--- config.mk ---
export PLATFORM = sky130hd
export DESIGN_NAME = tvl_trip_vote
export DESIGN_NICKNAME = d
export VERILOG_FILES = /design/src/design/tvl_vote.v /design/src/design/tvl_merge.v /design/src/design/tvl_trip_vote.v
export VERILOG_INCLUDE_DIRS = /design/src /design/src/shared
export SDC_FILE = /design/constraint.sdc
export NUM_CORES = 1
export LEC_CHECK = 0
export ABC_CLOCK_PERIOD_IN_PS = 2900
export BUFFER_PORTS_ARGS = -buffer_cell sky130_fd_sc_hd__buf_2
export CAP_MARGIN = 0
export CELL_PAD_IN_SITES_DETAIL_PLACEMENT = 1
export CELL_PAD_IN_SITES_GLOBAL_PLACEMENT = 1
export CORE_UTILIZATION = 35
export CTS_CLUSTER_DIAMETER = 200
export DETAILED_ROUTE_END_ITERATION = 7
export PLACE_DENSITY_LB_ADDON = 0.15
export RECOVER_POWER = 25
export REMOVE_ABC_BUFFERS = 1
export SYNTH_ARGS = -nofsm -noshare
export SYNTH_HDL_FRONTEND = slang
export SYNTH_SLANG_ARGS = --single-unit
--- constraint.sdc ---
create_clock -name CLK_SYS -period 2.9 [get_ports CLK_SYS]
set_clock_uncertainty 0.2 [all_clocks]
set_input_delay 0 -clock CLK_SYS [delete_from_list [all_inputs] [get_ports CLK_SYS]]
set_output_delay 0 -clock CLK_SYS [all_outputs]
set_load 0.005 [all_outputs]
--- src/shared/tvl_consts.vh ---
// Contract
// - Per variable, two of four sensor trips confirm
// - Auto trip needs two of four divisions
// - Full manual scram needs both manual channels
// - At most one division bypassed at once
// - Vote works with zero or one bypass
// - Bypass requests beyond one are refused
// - Extra sensors merge into four channels; tvl_trip_vote has one sensor per channel and feeds it to the merge twice
// - Division logic asynchronous, no shared time
// - Alarms on channel, system trips, bypasses
// - Parameters sent continuously to information system
// - Report tripped, bypassed, reset states
// - Condenser permissive at Run, inhibit otherwise
// - Send generation bus loss to condenser
// - Automation gets auto scram and mode
// - Alarm charging bypass in Startup or Run
// - Alarm channel tripped while sensors bypassed
// - Water level alarms at Level 3, 8
// - Alarm when auto scram test selector set
// - Scram de-energizes actuator output circuits
// - Manual resets ignored ten seconds after scram
`ifndef TVL_CONSTS_VH
`define TVL_CONSTS_VH
// ----------------------------------------------------------------
// Sizes
// ----------------------------------------------------------------
`define TVL_NDIV 4
`define TVL_NVAR 8
`define TVL_NSNS 8
// ----------------------------------------------------------------
// Mode selector, one-hot positions
// ----------------------------------------------------------------
`define TVL_MODE_SHUT 4'h1
`define TVL_MODE_REFUEL 4'h2
`define TVL_MODE_START 4'h4
`define TVL_MODE_RUN 4'h8
// ----------------------------------------------------------------
// Water level thresholds and timing
// ----------------------------------------------------------------
`define TVL_LVL3 16'h0300
`define TVL_LVL8 16'h0800
`define TVL_CLK_MHZ 100
`define TVL_RST_INH_MS 10000
`define TVL_RST_INH_CYC (`TVL_RST_INH_MS * 1000 * `TVL_CLK_MHZ)
// ----------------------------------------------------------------
// Register bus map
// ----------------------------------------------------------------
`define TVL_REG_BYP 4'h0
`define TVL_REG_TST 4'h1
`define TVL_REG_STAT 4'h2
`define TVL_REG_ALM 4'h3
`define TVL_REG_SNS 4'h4
`endif

--- src/design/tvl_vote.v ---
`timescale 1ns/100ps
// ----------------------------------------------------------------
// Two-of-four vote with bypass exclusion
// ----------------------------------------------------------------
module tvl_vote (
  // Inputs
  input wire [3:0] trip,
  input wire [3:0] byp,
  // Result
  output wire vote
);
  // Bypassed inputs are masked out of the count
  wire [3:0] act = trip & ~byp;
  wire [2:0] cnt = {2'b00, act[0]} + {2'b00, act[1]} + {2'b00, act[2]} + {2'b00, act[3]};
  // Two of four, still two of remaining three under one bypass
  assign vote = (cnt >= 3'h2);
endmodule // tvl_vote

--- src/design/tvl_merge.v ---
`timescale 1ns/100ps
// ----------------------------------------------------------------
// Merge a variable's sensors into four division channels
// ----------------------------------------------------------------
module tvl_merge (
  // Sensor trips, two per division
  input wire [7:0] sns,
  // Division channels
  output wire [3:0] chn
);
  genvar g;
  // Any sensor of a division trips that division's channel
  generate
    for (g = 0; g < 4; g = g + 1) begin : g_m
      assign chn[g] = sns[2*g] | sns[2*g+1];
    end
  endgenerate
endmodule // tvl_merge

--- src/design/tvl_trip_vote.v ---
`timescale 1ns/100ps
`include "tvl_consts.vh"
// ----------------------------------------------------------------
// Divisional trip voting, one division's logic on its own clock
// ----------------------------------------------------------------
module tvl_trip_vote #(
  parameter [31:0] RST_INH_CYC = `TVL_RST_INH_CYC
) (
  // Clock and reset
  input wire CLK_SYS,
  input wire SYS_RST,
  input wire CLK_EN,
  // Avalon-MM slave
  input wire [3:0] AVS_ADDRESS,
  input wire AVS_READ,
  input wire AVS_WRITE,
  input wire [31:0] AVS_WRITEDATA,
  output reg [31:0] AVS_READDATA,
  output reg AVS_WAITREQUEST,
  // Field inputs, asynchronous
  input wire [31:0] SNS_TRIP,
  input wire [3:0] DIV_TRIP,
  input wire [1:0] MAN_SW,
  input wire [3:0] DIV_MAN_SW,
  input wire [3:0] MODE_SEL,
  input wire RESET_SW,
  input wire GEN_BUS_LOSS,
  input wire CHG_BYP_SW,
  input wire [15:0] WATER_LVL,
  // Actuator and trip outputs
  output reg ACT_PWR_ON,
  output reg DIV_TRIP_OUT,
  output reg AUTO_SCRAM,
  output reg MAN_SCRAM,
  // Interfacing systems
  output reg [3:0] COND_PERMIT,
  output reg [3:0] COND_INHIBIT,
  output reg COND_BUS_LOSS,
  output reg AUTO_SCRAM_PLANT,
  output reg [3:0] PLANT_MODE,
  // Console alarms
  output reg [3:0] ALM_CHN_TRIP,
  output reg ALM_AUTO_TRIP,
  output reg ALM_MAN_TRIP,
  output reg ALM_BYP,
  output reg ALM_CHG_BYP,
  output reg [3:0] ALM_TRIP_BYP,
  output reg ALM_LVL_LOW,
  output reg ALM_LVL_HIGH,
  output reg [3:0] ALM_TEST,
  output reg ALM_BYP_REFUSED,
  // Information system stream
  output reg [31:0] INFO_PARAMS,
  output reg [15:0] INFO_LVL,
  output reg [15:0] INFO_STATE
);
  // ----------------------------------------------------------------
  // Input synchronisers
  // ----------------------------------------------------------------
  // Two stages per pin; stage one read only by stage two
  reg [83:0] sy1_r;
  reg [83:0] sy2_r;
  wire [83:0] pins = {SNS_TRIP, DIV_TRIP, MAN_SW, DIV_MAN_SW, MODE_SEL, RESET_SW, GEN_BUS_LOSS,
                      CHG_BYP_SW, WATER_LVL, 19'h0};
  // Capture every asynchronous pin on the local clock only
  always @(posedge CLK_SYS) begin
    if (SYS_RST) begin
      sy1_r <= 84'h0;
      sy2_r <= 84'h0;
    end else if (CLK_EN) begin
      sy1_r <= pins;
      sy2_r <= sy1_r;
    end
  end
  // Synchronised field
  wire [31:0] s_sns = sy2_r[83:52];
  wire [3:0] s_div = sy2_r[51:48];
  wire [1:0] s_man = sy2_r[47:46];
  wire [3:0] s_dman = sy2_r[45:42];
  wire [3:0] s_mode = sy2_r[41:38];
  wire s_rst = sy2_r[37];
  wire s_bus = sy2_r[36];
  wire s_chg = sy2_r[35];
  wire [15:0] s_lvl = sy2_r[34:19];
  // ----------------------------------------------------------------
  // Software registers
  // ----------------------------------------------------------------
  reg [3:0] byp_r; // Accepted division bypass, one-hot or zero
  reg [3:0] tst_r; // Auto scram test selectors
  reg refused_r; // A bypass request was refused
  reg [3:0] byp_nxt;
  reg ref_nxt;
  // Accept a bypass only if no other division stays bypassed
  always @* begin
    byp_nxt = byp_r;
    ref_nxt = refused_r;
    if (AVS_WRITE && AVS_WAITREQUEST && AVS_ADDRESS == `TVL_REG_BYP) begin
      if (AVS_WRITEDATA[3:0] == 4'h0 || AVS_WRITEDATA[3:0] == 4'h1 || AVS_WRITEDATA[3:0] == 4'h2 ||
          AVS_WRITEDATA[3:0] == 4'h4 || AVS_WRITEDATA[3:0] == 4'h8) begin
        if (byp_r == 4'h0 || AVS_WRITEDATA[3:0] == 4'h0 || AVS_WRITEDATA[3:0] == byp_r) begin
          byp_nxt = AVS_WRITEDATA[3:0];
          ref_nxt = 1'b0;
        end else begin
          ref_nxt = 1'b1;
        end
      end else begin
        ref_nxt = 1'b1;
      end
    end
  end
  // Bus slave: one wait cycle, then answer
  always @(posedge CLK_SYS) begin
    if (SYS_RST) begin
      byp_r <= 4'h0;
      tst_r <= 4'h0;
      refused_r <= 1'b0;
      AVS_WAITREQUEST <= 1'b1;
      AVS_READDATA <= 32'h0;
    end else if (CLK_EN) begin
      AVS_WAITREQUEST <= 1'b1;
      if ((AVS_READ || AVS_WRITE) && AVS_WAITREQUEST) begin
        AVS_WAITREQUEST <= 1'b0;
        byp_r <= byp_nxt;
        refused_r <= ref_nxt;
        if (AVS_WRITE && AVS_ADDRESS == `TVL_REG_TST) begin
          tst_r <= AVS_WRITEDATA[3:0];
        end
        // Read mux, unmapped reads zero
        case (AVS_ADDRESS)
          `TVL_REG_BYP: AVS_READDATA <= {27'h0, refused_r, byp_r};
          `TVL_REG_TST: AVS_READDATA <= {28'h0, tst_r};
          `TVL_REG_STAT: AVS_READDATA <= {16'h0, INFO_STATE};
          `TVL_REG_ALM: AVS_READDATA <= {18'h0, ALM_TEST, ALM_TRIP_BYP, ALM_CHN_TRIP, ALM_BYP_REFUSED, ALM_LVL_HIGH};
          `TVL_REG_SNS: AVS_READDATA <= INFO_PARAMS;
          default: AVS_READDATA <= 32'h0;
        endcase
      end
    end
  end
  // ----------------------------------------------------------------
  // Per-variable merge and vote
  // ----------------------------------------------------------------
  wire [31:0] chn; // Four channels per variable, variable-major, division bits within each variable
  wire [7:0] var_vote;
  genvar v;
  generate
    for (v = 0; v < `TVL_NVAR; v = v + 1) begin : g_var
      wire [7:0] sv = {s_sns[v*4+3], s_sns[v*4+3], s_sns[v*4+2], s_sns[v*4+2],
                       s_sns[v*4+1], s_sns[v*4+1], s_sns[v*4], s_sns[v*4]};
      tvl_merge u_merge (
        .sns(sv),
        .chn(chn[v*4+3:v*4])
      );
      tvl_vote u_vote (
        .trip(chn[v*4+3:v*4]),
        .byp(byp_r),
        .vote(var_vote[v])
      );
    end
  endgenerate
  // Division vote on division trip outputs, own division included
  wire [3:0] divs = {s_div[3:1], DIV_TRIP_OUT | s_div[0]};
  wire div_vote;
  tvl_vote u_divvote (
    .trip(divs),
    .byp(byp_r),
    .vote(div_vote)
  );
  // Per-channel trip condition over all variables
  reg [3:0] chn_any;
  integer k;
  always @* begin
    chn_any = 4'h0;
    for (k = 0; k < `TVL_NVAR; k = k + 1) begin
      chn_any = chn_any | chn[k*4 +: 4];
    end
  end
  // ----------------------------------------------------------------
  // Trip seal-in, reset inhibit and outputs
  // ----------------------------------------------------------------
  reg [31:0] inh_cnt_r; // Reset inhibit countdown
  wire auto_cause = (|var_vote) | (|tst_r) | s_dman[0];
  wire man_full = &s_man;
  wire mode_shut = (s_mode == `TVL_MODE_SHUT);
  wire scram_cause = div_vote | man_full | mode_shut;
  wire rst_ok = s_rst && (inh_cnt_r == 32'h0);
  // Sealed trips, released only by a permitted reset
  always @(posedge CLK_SYS) begin
    if (SYS_RST) begin
      DIV_TRIP_OUT <= 1'b0;
      AUTO_SCRAM <= 1'b0;
      MAN_SCRAM <= 1'b0;
      ACT_PWR_ON <= 1'b0;
      inh_cnt_r <= 32'h0;
    end else if (CLK_EN) begin
      // Division trip latch
      if (auto_cause) begin
        DIV_TRIP_OUT <= 1'b1;
      end else if (rst_ok) begin
        DIV_TRIP_OUT <= 1'b0;
      end
      // Auto scram latch
      if (div_vote) begin
        AUTO_SCRAM <= 1'b1;
      end else if (rst_ok) begin
        AUTO_SCRAM <= 1'b0;
      end
      // Manual scram latch
      if (man_full) begin
        MAN_SCRAM <= 1'b1;
      end else if (rst_ok) begin
        MAN_SCRAM <= 1'b0;
      end
      // Inhibit window restarts on each scram cause
      if (scram_cause) begin
        inh_cnt_r <= RST_INH_CYC;
      end else if (inh_cnt_r != 32'h0) begin
        inh_cnt_r <= inh_cnt_r - 32'h1;
      end
      // Power only when no scram sealed or pending
      ACT_PWR_ON <= !(scram_cause || AUTO_SCRAM || MAN_SCRAM);
    end
  end
  // ----------------------------------------------------------------
  // Alarms, status and interfacing outputs
  // ----------------------------------------------------------------
  // Alarms are live copies of their causes, no software clear
  always @(posedge CLK_SYS) begin
    if (SYS_RST) begin
      ALM_CHN_TRIP <= 4'h0;
      ALM_AUTO_TRIP <= 1'b0;
      ALM_MAN_TRIP <= 1'b0;
      ALM_BYP <= 1'b0;
      ALM_CHG_BYP <= 1'b0;
      ALM_TRIP_BYP <= 4'h0;
      ALM_LVL_LOW <= 1'b0;
      ALM_LVL_HIGH <= 1'b0;
      ALM_TEST <= 4'h0;
      ALM_BYP_REFUSED <= 1'b0;
      COND_PERMIT <= 4'h0;
      COND_INHIBIT <= 4'hF;
      COND_BUS_LOSS <= 1'b0;
      AUTO_SCRAM_PLANT <= 1'b0;
      PLANT_MODE <= 4'h0;
      INFO_PARAMS <= 32'h0;
      INFO_LVL <= 16'h0;
      INFO_STATE <= 16'h0;
    end else if (CLK_EN) begin
      ALM_CHN_TRIP <= chn_any;
      ALM_AUTO_TRIP <= DIV_TRIP_OUT | AUTO_SCRAM;
      ALM_MAN_TRIP <= MAN_SCRAM | (|s_man);
      ALM_BYP <= |byp_r;
      ALM_CHG_BYP <= s_chg && (s_mode == `TVL_MODE_START || s_mode == `TVL_MODE_RUN);
      ALM_TRIP_BYP <= chn_any & byp_r;
      ALM_LVL_LOW <= (s_lvl <= `TVL_LVL3);
      ALM_LVL_HIGH <= (s_lvl >= `TVL_LVL8);
      ALM_TEST <= tst_r;
      ALM_BYP_REFUSED <= refused_r;
      // Run permissive to all four condenser divisions
      COND_PERMIT <= {4{s_mode == `TVL_MODE_RUN}};
      COND_INHIBIT <= {4{s_mode != `TVL_MODE_RUN}};
      COND_BUS_LOSS <= s_bus;
      AUTO_SCRAM_PLANT <= AUTO_SCRAM;
      PLANT_MODE <= s_mode;
      // Continuous parameter stream
      INFO_PARAMS <= s_sns;
      INFO_LVL <= s_lvl;
      INFO_STATE <= {s_dman, byp_r, var_vote[3:0], MAN_SCRAM, AUTO_SCRAM, DIV_TRIP_OUT, ACT_PWR_ON};
    end
  end
endmodule // tvl_trip_vote

# Word-level counts from Yosys, hierarchy flattened

Cells that the tools add are included.
W data, S select, Z words.

Mux-type cells: 10
Reduce and logical (&&, ||, !) cells: 39
Eq/ne operators: 13
Magnitude comparators: 11
$add $sub $neg: 28
Bitwise operators: 25

Operators by type and width:

| cell                    | count |
|---|---|
| $pmux W32 S5            | 1 |
| $mux W32                | 2 |
| $add A3 B1 Y3           | 18 |
| $and A4 B4 Y4           | 10 |
| $logic_not A32 Y1       | 1 |
| $reduce_bool A32 Y1     | 1 |
| $sub A32 B1 Y32 const B | 1 |
| $or A4 B4 Y4            | 7 |
| $ge A3 B2 Y1 const B    | 9 |
| $add A1 B1 Y2           | 9 |
| $ge A16 B12 Y1 const B  | 1 |
| $le A16 B10 Y1 const B  | 1 |
| $eq A4 B1 Y1 const B    | 3 |
| $eq A4 B2 Y1 const B    | 3 |
| $eq A4 B3 Y1 const B    | 3 |
| $logic_not A4 Y1        | 3 |
| $reduce_and A2 Y1       | 6 |
| $logic_or A1 B1 Y1      | 10 |
| $eq A4 B4 Y1 const B    | 2 |
| $reduce_bool A2 Y1      | 4 |
| $reduce_or A4 Y1        | 2 |
| $reduce_or A8 Y1        | 1 |
| $mux W1                 | 7 |
| $or A1 B1 Y1            | 7 |
| 8 further kinds         | 14 |

Output and inout bits: 134
Bits in registers: 299

# Logic depth before layout (Yosys ltp)

Gate-level depths: netlist of the first run.

Word-level depth: 11
Mapped depth: 10

# By module

From an unflattened synthesis of the first run, not the netlist that was laid out.

Cells, all modules: 1284
Area total of the unflattened synthesis: 12314.3 sq um

By module, submodules not included:

| module        | times used | seq. area each (sq um) | area each (sq um) | cells each |
|---|---|---|---|---|
| tvl_trip_vote | 1          | 5965.7                 | 11618.6           | 1198 |
| tvl_vote      | 9          | 0.0                    | 55.1              | 6 |
| tvl_merge     | 8          | 0.0                    | 25.0              | 4 |

# Least setup slack after synthesis of the first run

OpenSTA, ideal clock, no wires.

Path kind: register -> register
Start point: register byp_r[0]
End point: register inh_cnt_r[22]
Data required time: 2.568 ns
Path buffers: 2
Cell stages (with the launch flop): 11
Setup slack: 0.110 ns
Arrival: 2.458 ns
Cell sequence: dfxtp_1 -> clkbuf_1 -> nor2_1 -> ha_1 -> ha_1 -> nand3b_1 -> nand4_1 -> nor4_2 -> buf_2 -> or3_1 -> a21oi_1

Longest elaborated chain between the ends: 10

Ends and longest elaborated chain:

| item                                | RTL line            | source |
|---|---|---|
| from (decl)                         | tvl_trip_vote.v:88  | `reg [3:0] byp_r;` |
| from (signal assigned)              | tvl_trip_vote.v:123 | `byp_r <= byp_nxt;` |
| $not A4 Y4 (*)                      | tvl_vote.v:13       | `wire [3:0] act = trip & ~byp;` |
| $and A4 B4 Y4 (*)                   | tvl_vote.v:13       |  |
| $add A1 B1 Y2 (*)                   | tvl_vote.v:14       | `wire [2:0] cnt = {2'b00, act[0]} + {2'b00, act[1]} + {2'b00, act[2]} + {2'b00, act[3]};` |
| $add A3 B1 Y3 (*) (2 in a row)      | tvl_vote.v:14       |  |
| $ge A3 B2 Y1 (*)                    | tvl_vote.v:16       | `assign vote = (cnt >= 3'h2);` |
| $or A1 B1 Y1 (*) (2 in a row)       | tvl_trip_vote.v:185 | `wire scram_cause = div_vote \| man_full \| mode_shut;` |
| $reduce_bool A2 Y1 (no source line) | n/a                 |  |
| $reduce_and A2 Y1 (no source line)  | n/a                 |  |
| to (signal assigned)                | tvl_trip_vote.v:218 | `inh_cnt_r <= inh_cnt_r - 32'h1;` |
| to (decl)                           | tvl_trip_vote.v:181 | `reg [31:0] inh_cnt_r;` |

Mark *: on every way between the ends. The rest lies on a longest branch, timed or not.
A chain may end at the register's enable or synchronous reset.

# Worst setup path in the final report of the first run

Start point: register byp_r[3]
End point: register byp_r[0]

Longest elaborated chain between the ends: 4

Ends and longest elaborated chain:

| item                                   | RTL line            | source |
|---|---|---|
| $logic_not A4 Y1                       | tvl_trip_vote.v:100 | `if (byp_r == 4'h0 \|\| AVS_WRITEDATA[3:0] == 4'h0 \|\| AVS_WRITEDATA[3:0] == byp_r) begin` |
| $logic_or A1 B1 Y1                     | tvl_trip_vote.v:100 |  |
| $logic_or A1 B1 Y1 (*)                 | tvl_trip_vote.v:100 |  |
| $reduce_and A5 Y1 (no source line) (*) | n/a                 |  |

Marks and branches as above.

==> results of run 1 <==
==> power groups by stage <==
| stage | combinational [mW] | sequential [mW] | clock [mW] |
|---|---|---|---|
| after global placement | 2.76 | 4.82 | 0 |
| after CTS | 2.90 | 4.75 | 4.34 |
| after floorplan | 1.79 | 4.74 | 0 |
| final | 2.89 | 4.75 | 4.21 |
| after global routing | 3.21 | 4.80 | 4.53 |
| after detailed placement | 2.80 | 4.84 | 0 |
==> cells in the mapped netlist (all sizes together), types with 2 or more instances <==
cell | number | area [µm²]
buf | 44 | 200
o31ai | 5 | 37.5
a222oi | 13 | 130
clkbuf | 47 | 176
nand3 | 30 | 160
or4 | 12 | 90.1
nor3 | 14 | 81.3
nand2b | 2 | 12.5
inv | 7 | 26.3
a311oi | 9 | 78.8
o2111ai | 4 | 35.0
or3 | 12 | 75.1
o211ai | 3 | 22.5
a31oi | 4 | 25.0
ha | 20 | 250
nor4 | 25 | 205
nand3b | 4 | 30.0
a211oi | 10 | 80.1
a2bb2oi | 5 | 43.8
a21oi | 61 | 305
xnor2 | 6 | 52.6
nor4b | 3 | 26.3
xor2 | 9 | 78.8
o21ai | 16 | 80.1
o211a | 2 | 20.0
o21a | 4 | 30.0
nand2 | 38 | 143
nor2 | 275 | 1030
a22oi | 2 | 15.0
and2 | 4 | 25.0
a221oi | 2 | 17.5
o2bb2ai | 4 | 35.0
nor2b | 28 | 175
o311a | 2 | 20.0
nand4b | 2 | 17.5
mux2i | 214 | 2140
nand4 | 9 | 56.3
o311ai | 5 | 43.8
dfxtp | 298 | 5970
and4 | 3 | 28.8
==> how the worst max path moves through the flow <==
stage,endpoint,cells after the start,slack [ns],start
after CTS,byp_r[3],7,0.04,byp_r[3]
after global placement,inh_cnt_r[6],10,0.17,DIV_TRIP_OUT
after detailed placement,inh_cnt_r[7],10,0.07,DIV_TRIP_OUT
after global routing,DIV_TRIP_OUT,9,0.03,byp_r[1]
final,byp_r[0],7,0.20,byp_r[3]
after floorplan,AVS_READDATA[0],4,-1.18,AVS_ADDRESS[3]
==> flip-flops by register name, summed over array words and instances (netlist names), 16 cells and up <==
| name | count |
|---|---|
| inh_cnt_r | 32 |
| INFO_LVL | 16 |
| sy2_r | 65 |
| INFO_PARAMS | 32 |
| AVS_READDATA | 32 |
| INFO_STATE | 16 |
| sy1_r | 65 |
==> per-layer routing <==
metal,share of wire (%),vias up,global-route usage [%]
met4,1.3,4,4.13
met5,0.072,-,0
met2,48,178,34.1
li1,-,5046,-
met3,5.1,37,4.84
met1,46,5070,25.9
==> worst max-delay path: cells and delay by family, from the launching register on <==
family                 cells  cell delay, ns
AO/OA/AOI/OAI              1            0.43
buffers and inverters      2            0.79
flip-flops                 1            0.37
multiplexers               1            0.24
AND/OR/NAND/NOR            3            0.55
==> placed cells by master (no fill, tap or decap), types with 5 or more instances in the layout <==
| cell type | instances |
|---|---|
| sky130_fd_sc_hd__a211oi_1 | 9 |
| sky130_fd_sc_hd__a21oi_1 | 61 |
| sky130_fd_sc_hd__a222oi_1 | 13 |
| sky130_fd_sc_hd__a2bb2oi_1 | 5 |
| sky130_fd_sc_hd__a311oi_1 | 9 |
| sky130_fd_sc_hd__buf_2 | 149 |
| sky130_fd_sc_hd__buf_4 | 28 |
| sky130_fd_sc_hd__clkbuf_1 | 68 |
| sky130_fd_sc_hd__clkbuf_16 | 36 |
| sky130_fd_sc_hd__clkbuf_8 | 11 |
| sky130_fd_sc_hd__dfxtp_1 | 298 |
| sky130_fd_sc_hd__dlygate4sd3_1 | 90 |
| sky130_fd_sc_hd__ha_1 | 20 |
| sky130_fd_sc_hd__inv_1 | 7 |
| sky130_fd_sc_hd__mux2i_1 | 214 |
| sky130_fd_sc_hd__nand2_1 | 38 |
| sky130_fd_sc_hd__nand3_1 | 28 |
| sky130_fd_sc_hd__nand4_1 | 9 |
| sky130_fd_sc_hd__nor2_1 | 275 |
| sky130_fd_sc_hd__nor2b_1 | 28 |
| sky130_fd_sc_hd__nor3_1 | 13 |
| sky130_fd_sc_hd__nor4_1 | 19 |
| sky130_fd_sc_hd__o21ai_0 | 14 |
| sky130_fd_sc_hd__o31ai_1 | 5 |
| sky130_fd_sc_hd__or3_1 | 12 |
| sky130_fd_sc_hd__or4_1 | 12 |
| sky130_fd_sc_hd__xnor2_1 | 6 |
| sky130_fd_sc_hd__xor2_1 | 9 |
==> per-stage QoR <==
stage / hold WS, ns / setup WS [ns] / cell area (µm²) / total power [mW] / util (%)
3_3_place_gp: 0.0337 / 0.175 / 13700 / 7.58 / 39.9
3_5_place_dp: 0.0438 / 0.0743 / 13700 / 7.63 / 39.9
5_1_grt: 0.0368 / 0.0304 / 15700 / 12.5 / 45.6
2_1_floorplan: -0.131 / -1.18 / 11800 / 6.53 / -
6_report: 0.0198 / 0.205 / 15700 / 11.8 / 45.6
4_1_cts: 0.00423 / 0.0351 / 15700 / 12.0 / 45.7
==> area by class of cell <==
cell class,instances,area [µm²],area share [%]
Tap cell,455,569,3.62
Sequential cell,298,5970,38.0
Antenna cell,1,2.50,0.0159
Clock buffer,55,1070,6.83
Timing Repair Buffer,331,2150,13.7
Multi-Input combinational cell,874,5890,37.5
Clock inverter,4,35.0,0.223
Inverter,7,26.3,0.167
==> repair_timing <==
item / 4_1_cts / 5_1_grt
hold buffers: 90 / 0
endpoints found under the hold margin: 140 / 0
setup buffers: 0 / 3
endpoints found under the setup margin: 0 / 13
gates resized for setup: 0 / 2
==> kinds of logic (layout without fill, tap and decap cells) <==
kind of cell    after synthesis  in the layout  synth area share (%)
compound gates              157            157                  8.94
xor+xnor                     15             15                  1.08
fa+ha+maj                    21             21                  2.13
buf+inv                      98            397                  3.30
flops                       298            298                  48.9
mux                         214            214                  17.5
other cells                   0              1                     0
simple gates                467            467                  18.2
==> reports/summary.txt, run 1 <==
total of warnings raised by yosys - 0
router iterations before antenna repair - 5
kind of critical path - flop to flop
initial antenna violation count - 3
DPL Wire Length - 24.5 mm
die span in x - 189 µm
endpoint of the lowest-slack register-to-register path - byp_r[0]
minimum period implied by the final worst setup slack - 2.70 ns
wire length after detailed routing - 36.0 mm
peak per-stage delay on the critical path - 0.57 ns
sequential share of power - 40.1%
Int Power - 8.09 mW
number of enable-type register cells in the synthesized netlist - 0
clk slew on worst S/H paths - 0.06 ns
largest driver fanout on the critical path - 11
setup slack of the most critical reg-to-reg path - 0.20 ns
Clock Power Share - 35.5%
Worst path most repeated cell - sky130_fd_sc_hd__nor2_1
worst endpoint data arrival time - 2.87 ns
number of global-route vias before repair - 10400
non-filler instance count after layout - 2025
number of cells traversed by the worst register-to-register path - 7
number of buffers added by the clock tree synthesis step - 35
average wire per standard cell - 17.8 µm
Hold Vio Cnt, Final - 0
combinational share of power - 24.4%
final weighted congestion in routability-driven placement - 0.810
Post-Synthesis Cells - 1270
switching part of the total - 31.6%
cells along the critical path - buf_4 -> nor4_2 -> nor2_1 -> a211oi_4 -> mux2i_1 -> dlygate4sd3_1 -> nor2_1
outcome - completed
number of levels in the clock H-tree - 2
post-synthesis area per instance - 9.62 µm²
number of DRC violations after detailed-routing iteration 0 - 493
relative area change from synthesis to final layout - 28.6%
Clk Tree Root Cell - sky130_fd_sc_hd__clkbuf_16
Power Density - 754 mW/mm²
max frequency - 371 MHz
final critical-path share of the clock period - 92.9%
largest net degree at the start of global routing - 157
placed cells - 1872
share of final-layout standard cells stronger than drive strength 1 - 15.9%
TritonCTS clock tree - yes
Core Footprint - 0.0345 mm²
effective utilization at floorplan - 35.4%
flip-flop and latch count after synthesis - 298
hold_sp - AVS_ADDRESS[3]
max-slew violation count - 0
count of different cell masters after synthesis - 63
Slowest cell on crit path - sky130_fd_sc_hd__dlygate4sd3_1
GR Util All Layers - 20.1%
worst-skew pair later-pin latency - 0.51 ns
vias - 10300
critical path capture point type - flop
worst slew margin relative to its limit - 20.9%
Die ar. - 0.0356 mm²
Nets - 1673
Congestion Overflow GR - 0
number of max-cap violations - 0
number of ports placed on the die boundary - 240
Worst Hold End - AVS_READDATA[29]
number of clock sinks - 298
number of filler instances in the final layout - 3969
Worst Hold Class - primary input to flop
y dimension of the die - 189 µm
fraction of the yosys area taken by sequential cells - 48.9%
Setup-failing EPs final - 0
accumulated negative setup slack - 0 ns
leakage dissipation - 6.88 nW
via/cell ratio - 5.10
switching component of the power - 3.75 mW
post-synth design cell area - 0.0122 mm²
unrepaired setup endpoints after global routing - false
kind of start point of the critical path - flop
number of DRC violations after detailed routing - 0
hold path cells - 5
transition time at the pin with the least slew margin - 1.19 ns
most frequently used flop master after synthesis - sky130_fd_sc_hd__dfxtp_1
number of buffers added on ports - 211
post-route antenna net violation count - 0
buffers from clock root to sink, at most - 3
global-route wire length before repair - 57.7 mm
maximum vdd drop - 0.398 mV
standard-cell rows - 68
share of async-settable or async-resettable flops after synthesis - 0%
WP data required - 3.08 ns
startpoint of the worst register-to-register path - byp_r[3]
Power figures use the tool's default switching activity.
==> run 2, diff against run 1 <==
- ABC_CLOCK_PERIOD_IN_PS: 2900 -> 2500
- HOLD_SLACK_MARGIN: not set -> 0.1
- PLACE_DENSITY_LB_ADDON: 0.15 -> 0.08
- clock period: 2.9 -> 2.5 ns (I/O delays scaled with it)
==> run 2 against run 1 <==
Net effect: highest routed layer is now met4; critical endpoint is now inh_cnt_r[5]; count of clock-buffer cells in the layout shrank 5; fmax is 11% higher; routed wire length is 7.7% higher; final cell count increased by 8.2%; power is 23% higher; non-clock buffer count rose by 166; die area stayed put; sequential power increased by 16%.
==> reports/summary.txt, run 2 (same netlist as run 1, synthesis figures left out) <==
outcome - completed
biggest registers after layout - sy1_r (65), sy2_r (65)
final weighted congestion in routability-driven placement - 0.800
number of ports placed on the die boundary - 240
worst endpoint data arrival time - 2.68 ns
router iterations before antenna repair - 7
largest net degree at the start of global routing - 153
worst slew margin relative to its limit - 31.7%
max-slew violation count - 0
hold_sp - AVS_ADDRESS[0]
most frequent cells in the layout - sky130_fd_sc_hd__dfxtp_1, sky130_fd_sc_hd__nor2_1, sky130_fd_sc_hd__dlygate4sd3_1
number of levels in the clock H-tree - 2
number of buffers added by the clock tree synthesis step - 35
number of DRC violations after detailed routing - 0
TritonCTS clock tree - yes
leakage dissipation - 7.77 nW
vias - 11000
number of clock sinks - 298
Power Density - 839 mW/mm²
die span in x - 189 µm
worst-case setup slack after placement - -0.0868 ns
global-route wire length before repair - 61.9 mm
critical path capture point type - flop
transition time at the pin with the least slew margin - 1.03 ns
placed cells - 1911
share of final-layout standard cells stronger than drive strength 1 - 18.2%
DPL Wire Length - 25.0 mm
Clk Tree Root Cell - sky130_fd_sc_hd__clkbuf_16
number of DRC violations after detailed-routing iteration 0 - 470
worst setup path start - sy2_r[48]
wire length after detailed routing - 38.7 mm
relative area change from synthesis to final layout - 42.4%
average wire per standard cell - 17.7 µm
buffers from clock root to sink, at most - 3
Die ar. - 0.0356 mm²
Worst Hold Class - primary input to flop
largest driver fanout on the critical path - 14
via/cell ratio - 5.03
final critical-path share of the clock period - 97.4%
maximum vdd drop - 0.566 mV
number of global-route vias before repair - 11400
leading cell type in the layout, fill and taps excluded - sky130_fd_sc_hd__dfxtp_1
Setup-failing EPs final - 0
initial antenna violation count - 2
y dimension of the die - 189 µm
effective utilization at floorplan - 35.4%
standard cell area after detailed placement - 0.0141 mm²
post-route antenna net violation count - 0
number of max-cap violations - 0
Core Footprint - 0.0345 mm²
non-filler instance count after layout - 2191
Final Util - 50.5%
GR Util All Layers - 21.6%
max frequency - 411 MHz
worst-skew pair later-pin latency - 0.53 ns
startpoint of the worst register-to-register path - sy2_r[48]
WP data required - 2.75 ns
Hold Vio Cnt, Final - 0
minimum period implied by the final worst setup slack - 2.44 ns
worst setup margin - 0.0642 ns
clk slew on worst S/H paths - 0.06 ns
Congestion Overflow GR - 0
kind of start point of the critical path - flop
Layout Cell Area excl Fill - 0.0174 mm²
standard-cell rows - 68
number of buffers added on ports - 211
Nets - 1839
unrepaired setup endpoints after global routing - true
kind of critical path - flop to flop
[run 2: cell types whose count changed in the layout (fill, tap and decap cells not counted), sizes merged]
cell	change
buf	+50
clkbuf	-19
diode	+2
bufinv	+1
dlygate4sd3	+130
clkinv	+2
[run 2: routing by layer]
layer  routed length, µm  vias to the layer above  part of all wire, %  global-route usage (%)
li1                    -                     5384                    -                       -
met1               18000                     5396                   46                    28.4
met2               18300                      187                   47                    35.8
met3                1870                       46                  4.8                    4.60
met4                 585                        0                  1.5                    5.18
met5                   0                        -                    0                       0
[run 2: worst max-delay path, cell delays in order (launching register included)]
cell                       delay (ns)
sky130_fd_sc_hd__dfxtp_2         0.32
sky130_fd_sc_hd__nor2_2          0.09
sky130_fd_sc_hd__nor2_1          0.04
sky130_fd_sc_hd__ha_1            0.28
sky130_fd_sc_hd__ha_1            0.28
sky130_fd_sc_hd__nand3b_1        0.12
sky130_fd_sc_hd__nand4_1         0.14
sky130_fd_sc_hd__buf_6           0.14
sky130_fd_sc_hd__nor4_4          0.04
sky130_fd_sc_hd__buf_6           0.16
sky130_fd_sc_hd__or4_4           0.42
sky130_fd_sc_hd__a21oi_2         0.12
[run 2: worst paths after layout]
check,end,slack [ns],cells past startpoint
setup reg to reg,inh_cnt_r[5],0.06,11
setup / recovery,inh_cnt_r[5],0.06,11
hold reg to reg,AVS_READDATA[30],0.25,2
hold / removal,AVS_READDATA[1],0.17,6
[run 2: power breakdown]
group,switching [mW],leakage [nW],total (mW),internal [mW]
Sequential,0.397,2.43,5.51,5.11
Combinational,2.23,4.81,4.17,1.94
Clock,2.04,0.534,4.91,2.87
Total,4.67,7.77,14.6,9.92
[run 2: metrics by stage]
step                      hold WS [ns]  setup TNS [ns]  total power, mW
final                            0.168               0             14.6
after CTS                        0.125               0             14.7
after global routing             0.200          -0.216             15.4
after floorplan                 -0.131          -37.62             7.57
after global placement          0.0328         -0.0832             9.30
after detailed placement        0.0433         -0.0868             9.40
[run 2: area by class of cell]
type	instances	area [µm²]
well taps	455	569
flip-flops and latches	298	5970
clock inverters	7	100
diodes	3	7.51
clock buffers	50	992
inverters	7	26.3
multi-input cells	874	5950
fillers	3931	17100
repair buffers	497	3770
[run 2: what timing repair did]
item,4_1_cts,5_1_grt
resized for setup,4,23
hold endpoints to repair,281,0
buffers inserted,1,0
pin swaps,2,16
endpoints found under the setup margin,3,29
hold buffers,220,0
cloned,0,0
==> run 3, diff against run 2 <==
- CORE_UTILIZATION: 35 -> 30
- SLEW_MARGIN: not set -> 5
==> run 3 against run 2 <==
Net effect: the flow now finishes with violations (DRC); critical path type unchanged; via count rose by 2.5%; die area grew 16%; register-to-register slack about the same; count of clock-buffer cells in the layout is 9 higher; critical path depth did not move; sequential share of layout area is 1.6 points lower; cell area rose by 4.8%; final cell count up 6.3%; highest routed layer is now met5; non-clock buffer count increased by 63; global-route usage decreased by 0.98 points; first-iteration DRC count is 14% lower; largest power group unchanged; critical endpoint is now inh_cnt_r[21]; fmax fell by 0.54%.
==> reports/summary.txt, run 3 (same netlist as run 1, synthesis figures left out) <==
failing checks - DRC
final weighted congestion in routability-driven placement - 0.827
Hold Vio Cnt, Final - 0
worst setup path start - sy2_r[48]
number of buffers added on ports - 211
Core Footprint - 0.0399 mm²
number of DRC violations after detailed routing - 3
hold_sp - CLK_EN
global-route wire length before repair - 67.1 mm
Worst Hold Class - primary input to flop
unrepaired setup endpoints after global routing - true
post-route antenna net violation count - 0
router iterations before antenna repair - 8
via/cell ratio - 4.84
largest net degree at the start of global routing - 87
worst-case setup slack after placement - -0.162 ns
Worst Hold End - inh_cnt_r[0]
number of cells traversed by the worst register-to-register path - 11
TritonCTS clock tree - yes
post-route total power - 15.3 mW
final critical-path share of the clock period - 98.0%
outcome - finished with violations
leading cell type in the layout, fill and taps excluded - sky130_fd_sc_hd__dfxtp_1
relative area change from synthesis to final layout - 49.3%
number of buffers added by the clock tree synthesis step - 36
number of levels in the clock H-tree - 2
max-slew violation count - 0
leakage dissipation - 8.03 nW
vias - 11300
WP data required - 2.78 ns
GR Util All Layers - 20.6%
largest driver fanout on the critical path - 7
wire length after detailed routing - 42.4 mm
effective utilization at floorplan - 30.6%
Final Util - 45.7%
number of ports placed on the die boundary - 240
worst-skew pair later-pin latency - 0.55 ns
startpoint of the worst register-to-register path - sy2_r[48]
number of global-route vias before repair - 11900
number of DRC violations after detailed-routing iteration 0 - 403
worst slew margin relative to its limit - 44.5%
kind of critical path - flop to flop
buffers from clock root to sink, at most - 3
initial antenna violation count - 2
biggest registers after layout - sy1_r (65), sy2_r (65)
critical path capture point type - flop
Nets - 1903
number of clock sinks - 298
kind of start point of the critical path - flop
standard-cell rows - 73
Clk Tree Root Cell - sky130_fd_sc_hd__clkbuf_16
worst setup margin - 0.0510 ns
minimum period implied by the final worst setup slack - 2.45 ns
most frequent cells in the layout - sky130_fd_sc_hd__dfxtp_1, sky130_fd_sc_hd__nor2_1, sky130_fd_sc_hd__dlygate4sd3_1
share of final-layout standard cells stronger than drive strength 1 - 18.5%
average wire per standard cell - 18.2 µm
endpoint of the lowest-slack register-to-register path - inh_cnt_r[21]
maximum vdd drop - 0.773 mV
die span in x - 204 µm
number of max-cap violations - 0
clk slew on worst S/H paths - 0.06 ns
worst endpoint data arrival time - 2.73 ns
max frequency - 408 MHz
DPL Wire Length - 27.3 mm
Setup-failing EPs final - 0
transition time at the pin with the least slew margin - 0.825 ns
setup slack of the most critical reg-to-reg path - 0.05 ns
hold path cells - 4
Congestion Overflow GR - 0
y dimension of the die - 204 µm
Power Density - 838 mW/mm²
Die ar. - 0.0415 mm²
[run 3: final cells by class]
type                    count  area [µm²]
repair buffers            560        4400
diodes                      1        2.50
inverters                   7        26.3
well taps                 525         657
multi-input cells         874        6030
clock buffers              59        1070
flip-flops and latches    298        5970
clock inverters             6        72.6
fillers                  4554       21700
[run 3: worst max path at each step]
stage          slack, ns              end
3_5_place_dp       -0.16     DIV_TRIP_OUT
6_report            0.05    inh_cnt_r[21]
3_3_place_gp       -0.11     DIV_TRIP_OUT
5_1_grt            -0.12     inh_cnt_r[5]
2_1_floorplan      -1.58  AVS_READDATA[0]
4_1_cts            0.006     DIV_TRIP_OUT
[run 3: worst max-delay path: stages (launching register included)]
cell and delay [ns]:
sky130_fd_sc_hd__dfxtp_2 0.32, sky130_fd_sc_hd__nor2_2 0.09, sky130_fd_sc_hd__nor2_1 0.04, sky130_fd_sc_hd__ha_1 0.27, sky130_fd_sc_hd__ha_1 0.28, sky130_fd_sc_hd__nand3b_1 0.12
sky130_fd_sc_hd__nand4_1 0.13, sky130_fd_sc_hd__buf_6 0.16, sky130_fd_sc_hd__nor4_4 0.05, sky130_fd_sc_hd__buf_4 0.18, sky130_fd_sc_hd__or4_4 0.41, sky130_fd_sc_hd__a21oi_2 0.12
[run 3: power by group]
group          total [mW]  switching [mW]  internal, mW
combinational        4.61            2.44          2.17
clock                5.17            2.13          3.03
sequential           5.51           0.396          5.11
total                15.3            4.97          10.3
[run 3: what timing repair did]
action / CTS / global route
hold endpoints to repair: 294 / 4
cloned: 0 / 1
pin swaps: 3 / 24
hold buffers: 269 / 1
gates resized for setup: 5 / 41
setup buffers: 1 / 5
endpoints found under the setup margin: 3 / 41
[run 3: metrics by stage]
step	cell area (µm²)	hold slack (ns)	instances	setup TNS [ns]
after global routing	18200	0.127	2330	-0.894
after floorplan	11800	-0.131	1179	-37.62
final	18200	0.0907	2330	0
after detailed placement	14200	0.0450	1989	-0.166
after CTS	18100	0.112	2324	0
after global placement	14200	0.0328	1989	-0.144
[run 3: metal layers]
metal  wire length [µm]  track usage [%]  vias up
li1                   -                -     5514
met1              19400             26.6     5515
met2              19900             33.9      188
met3               2160             4.60       66
met4                940             6.39        2
met5                  8                0        -
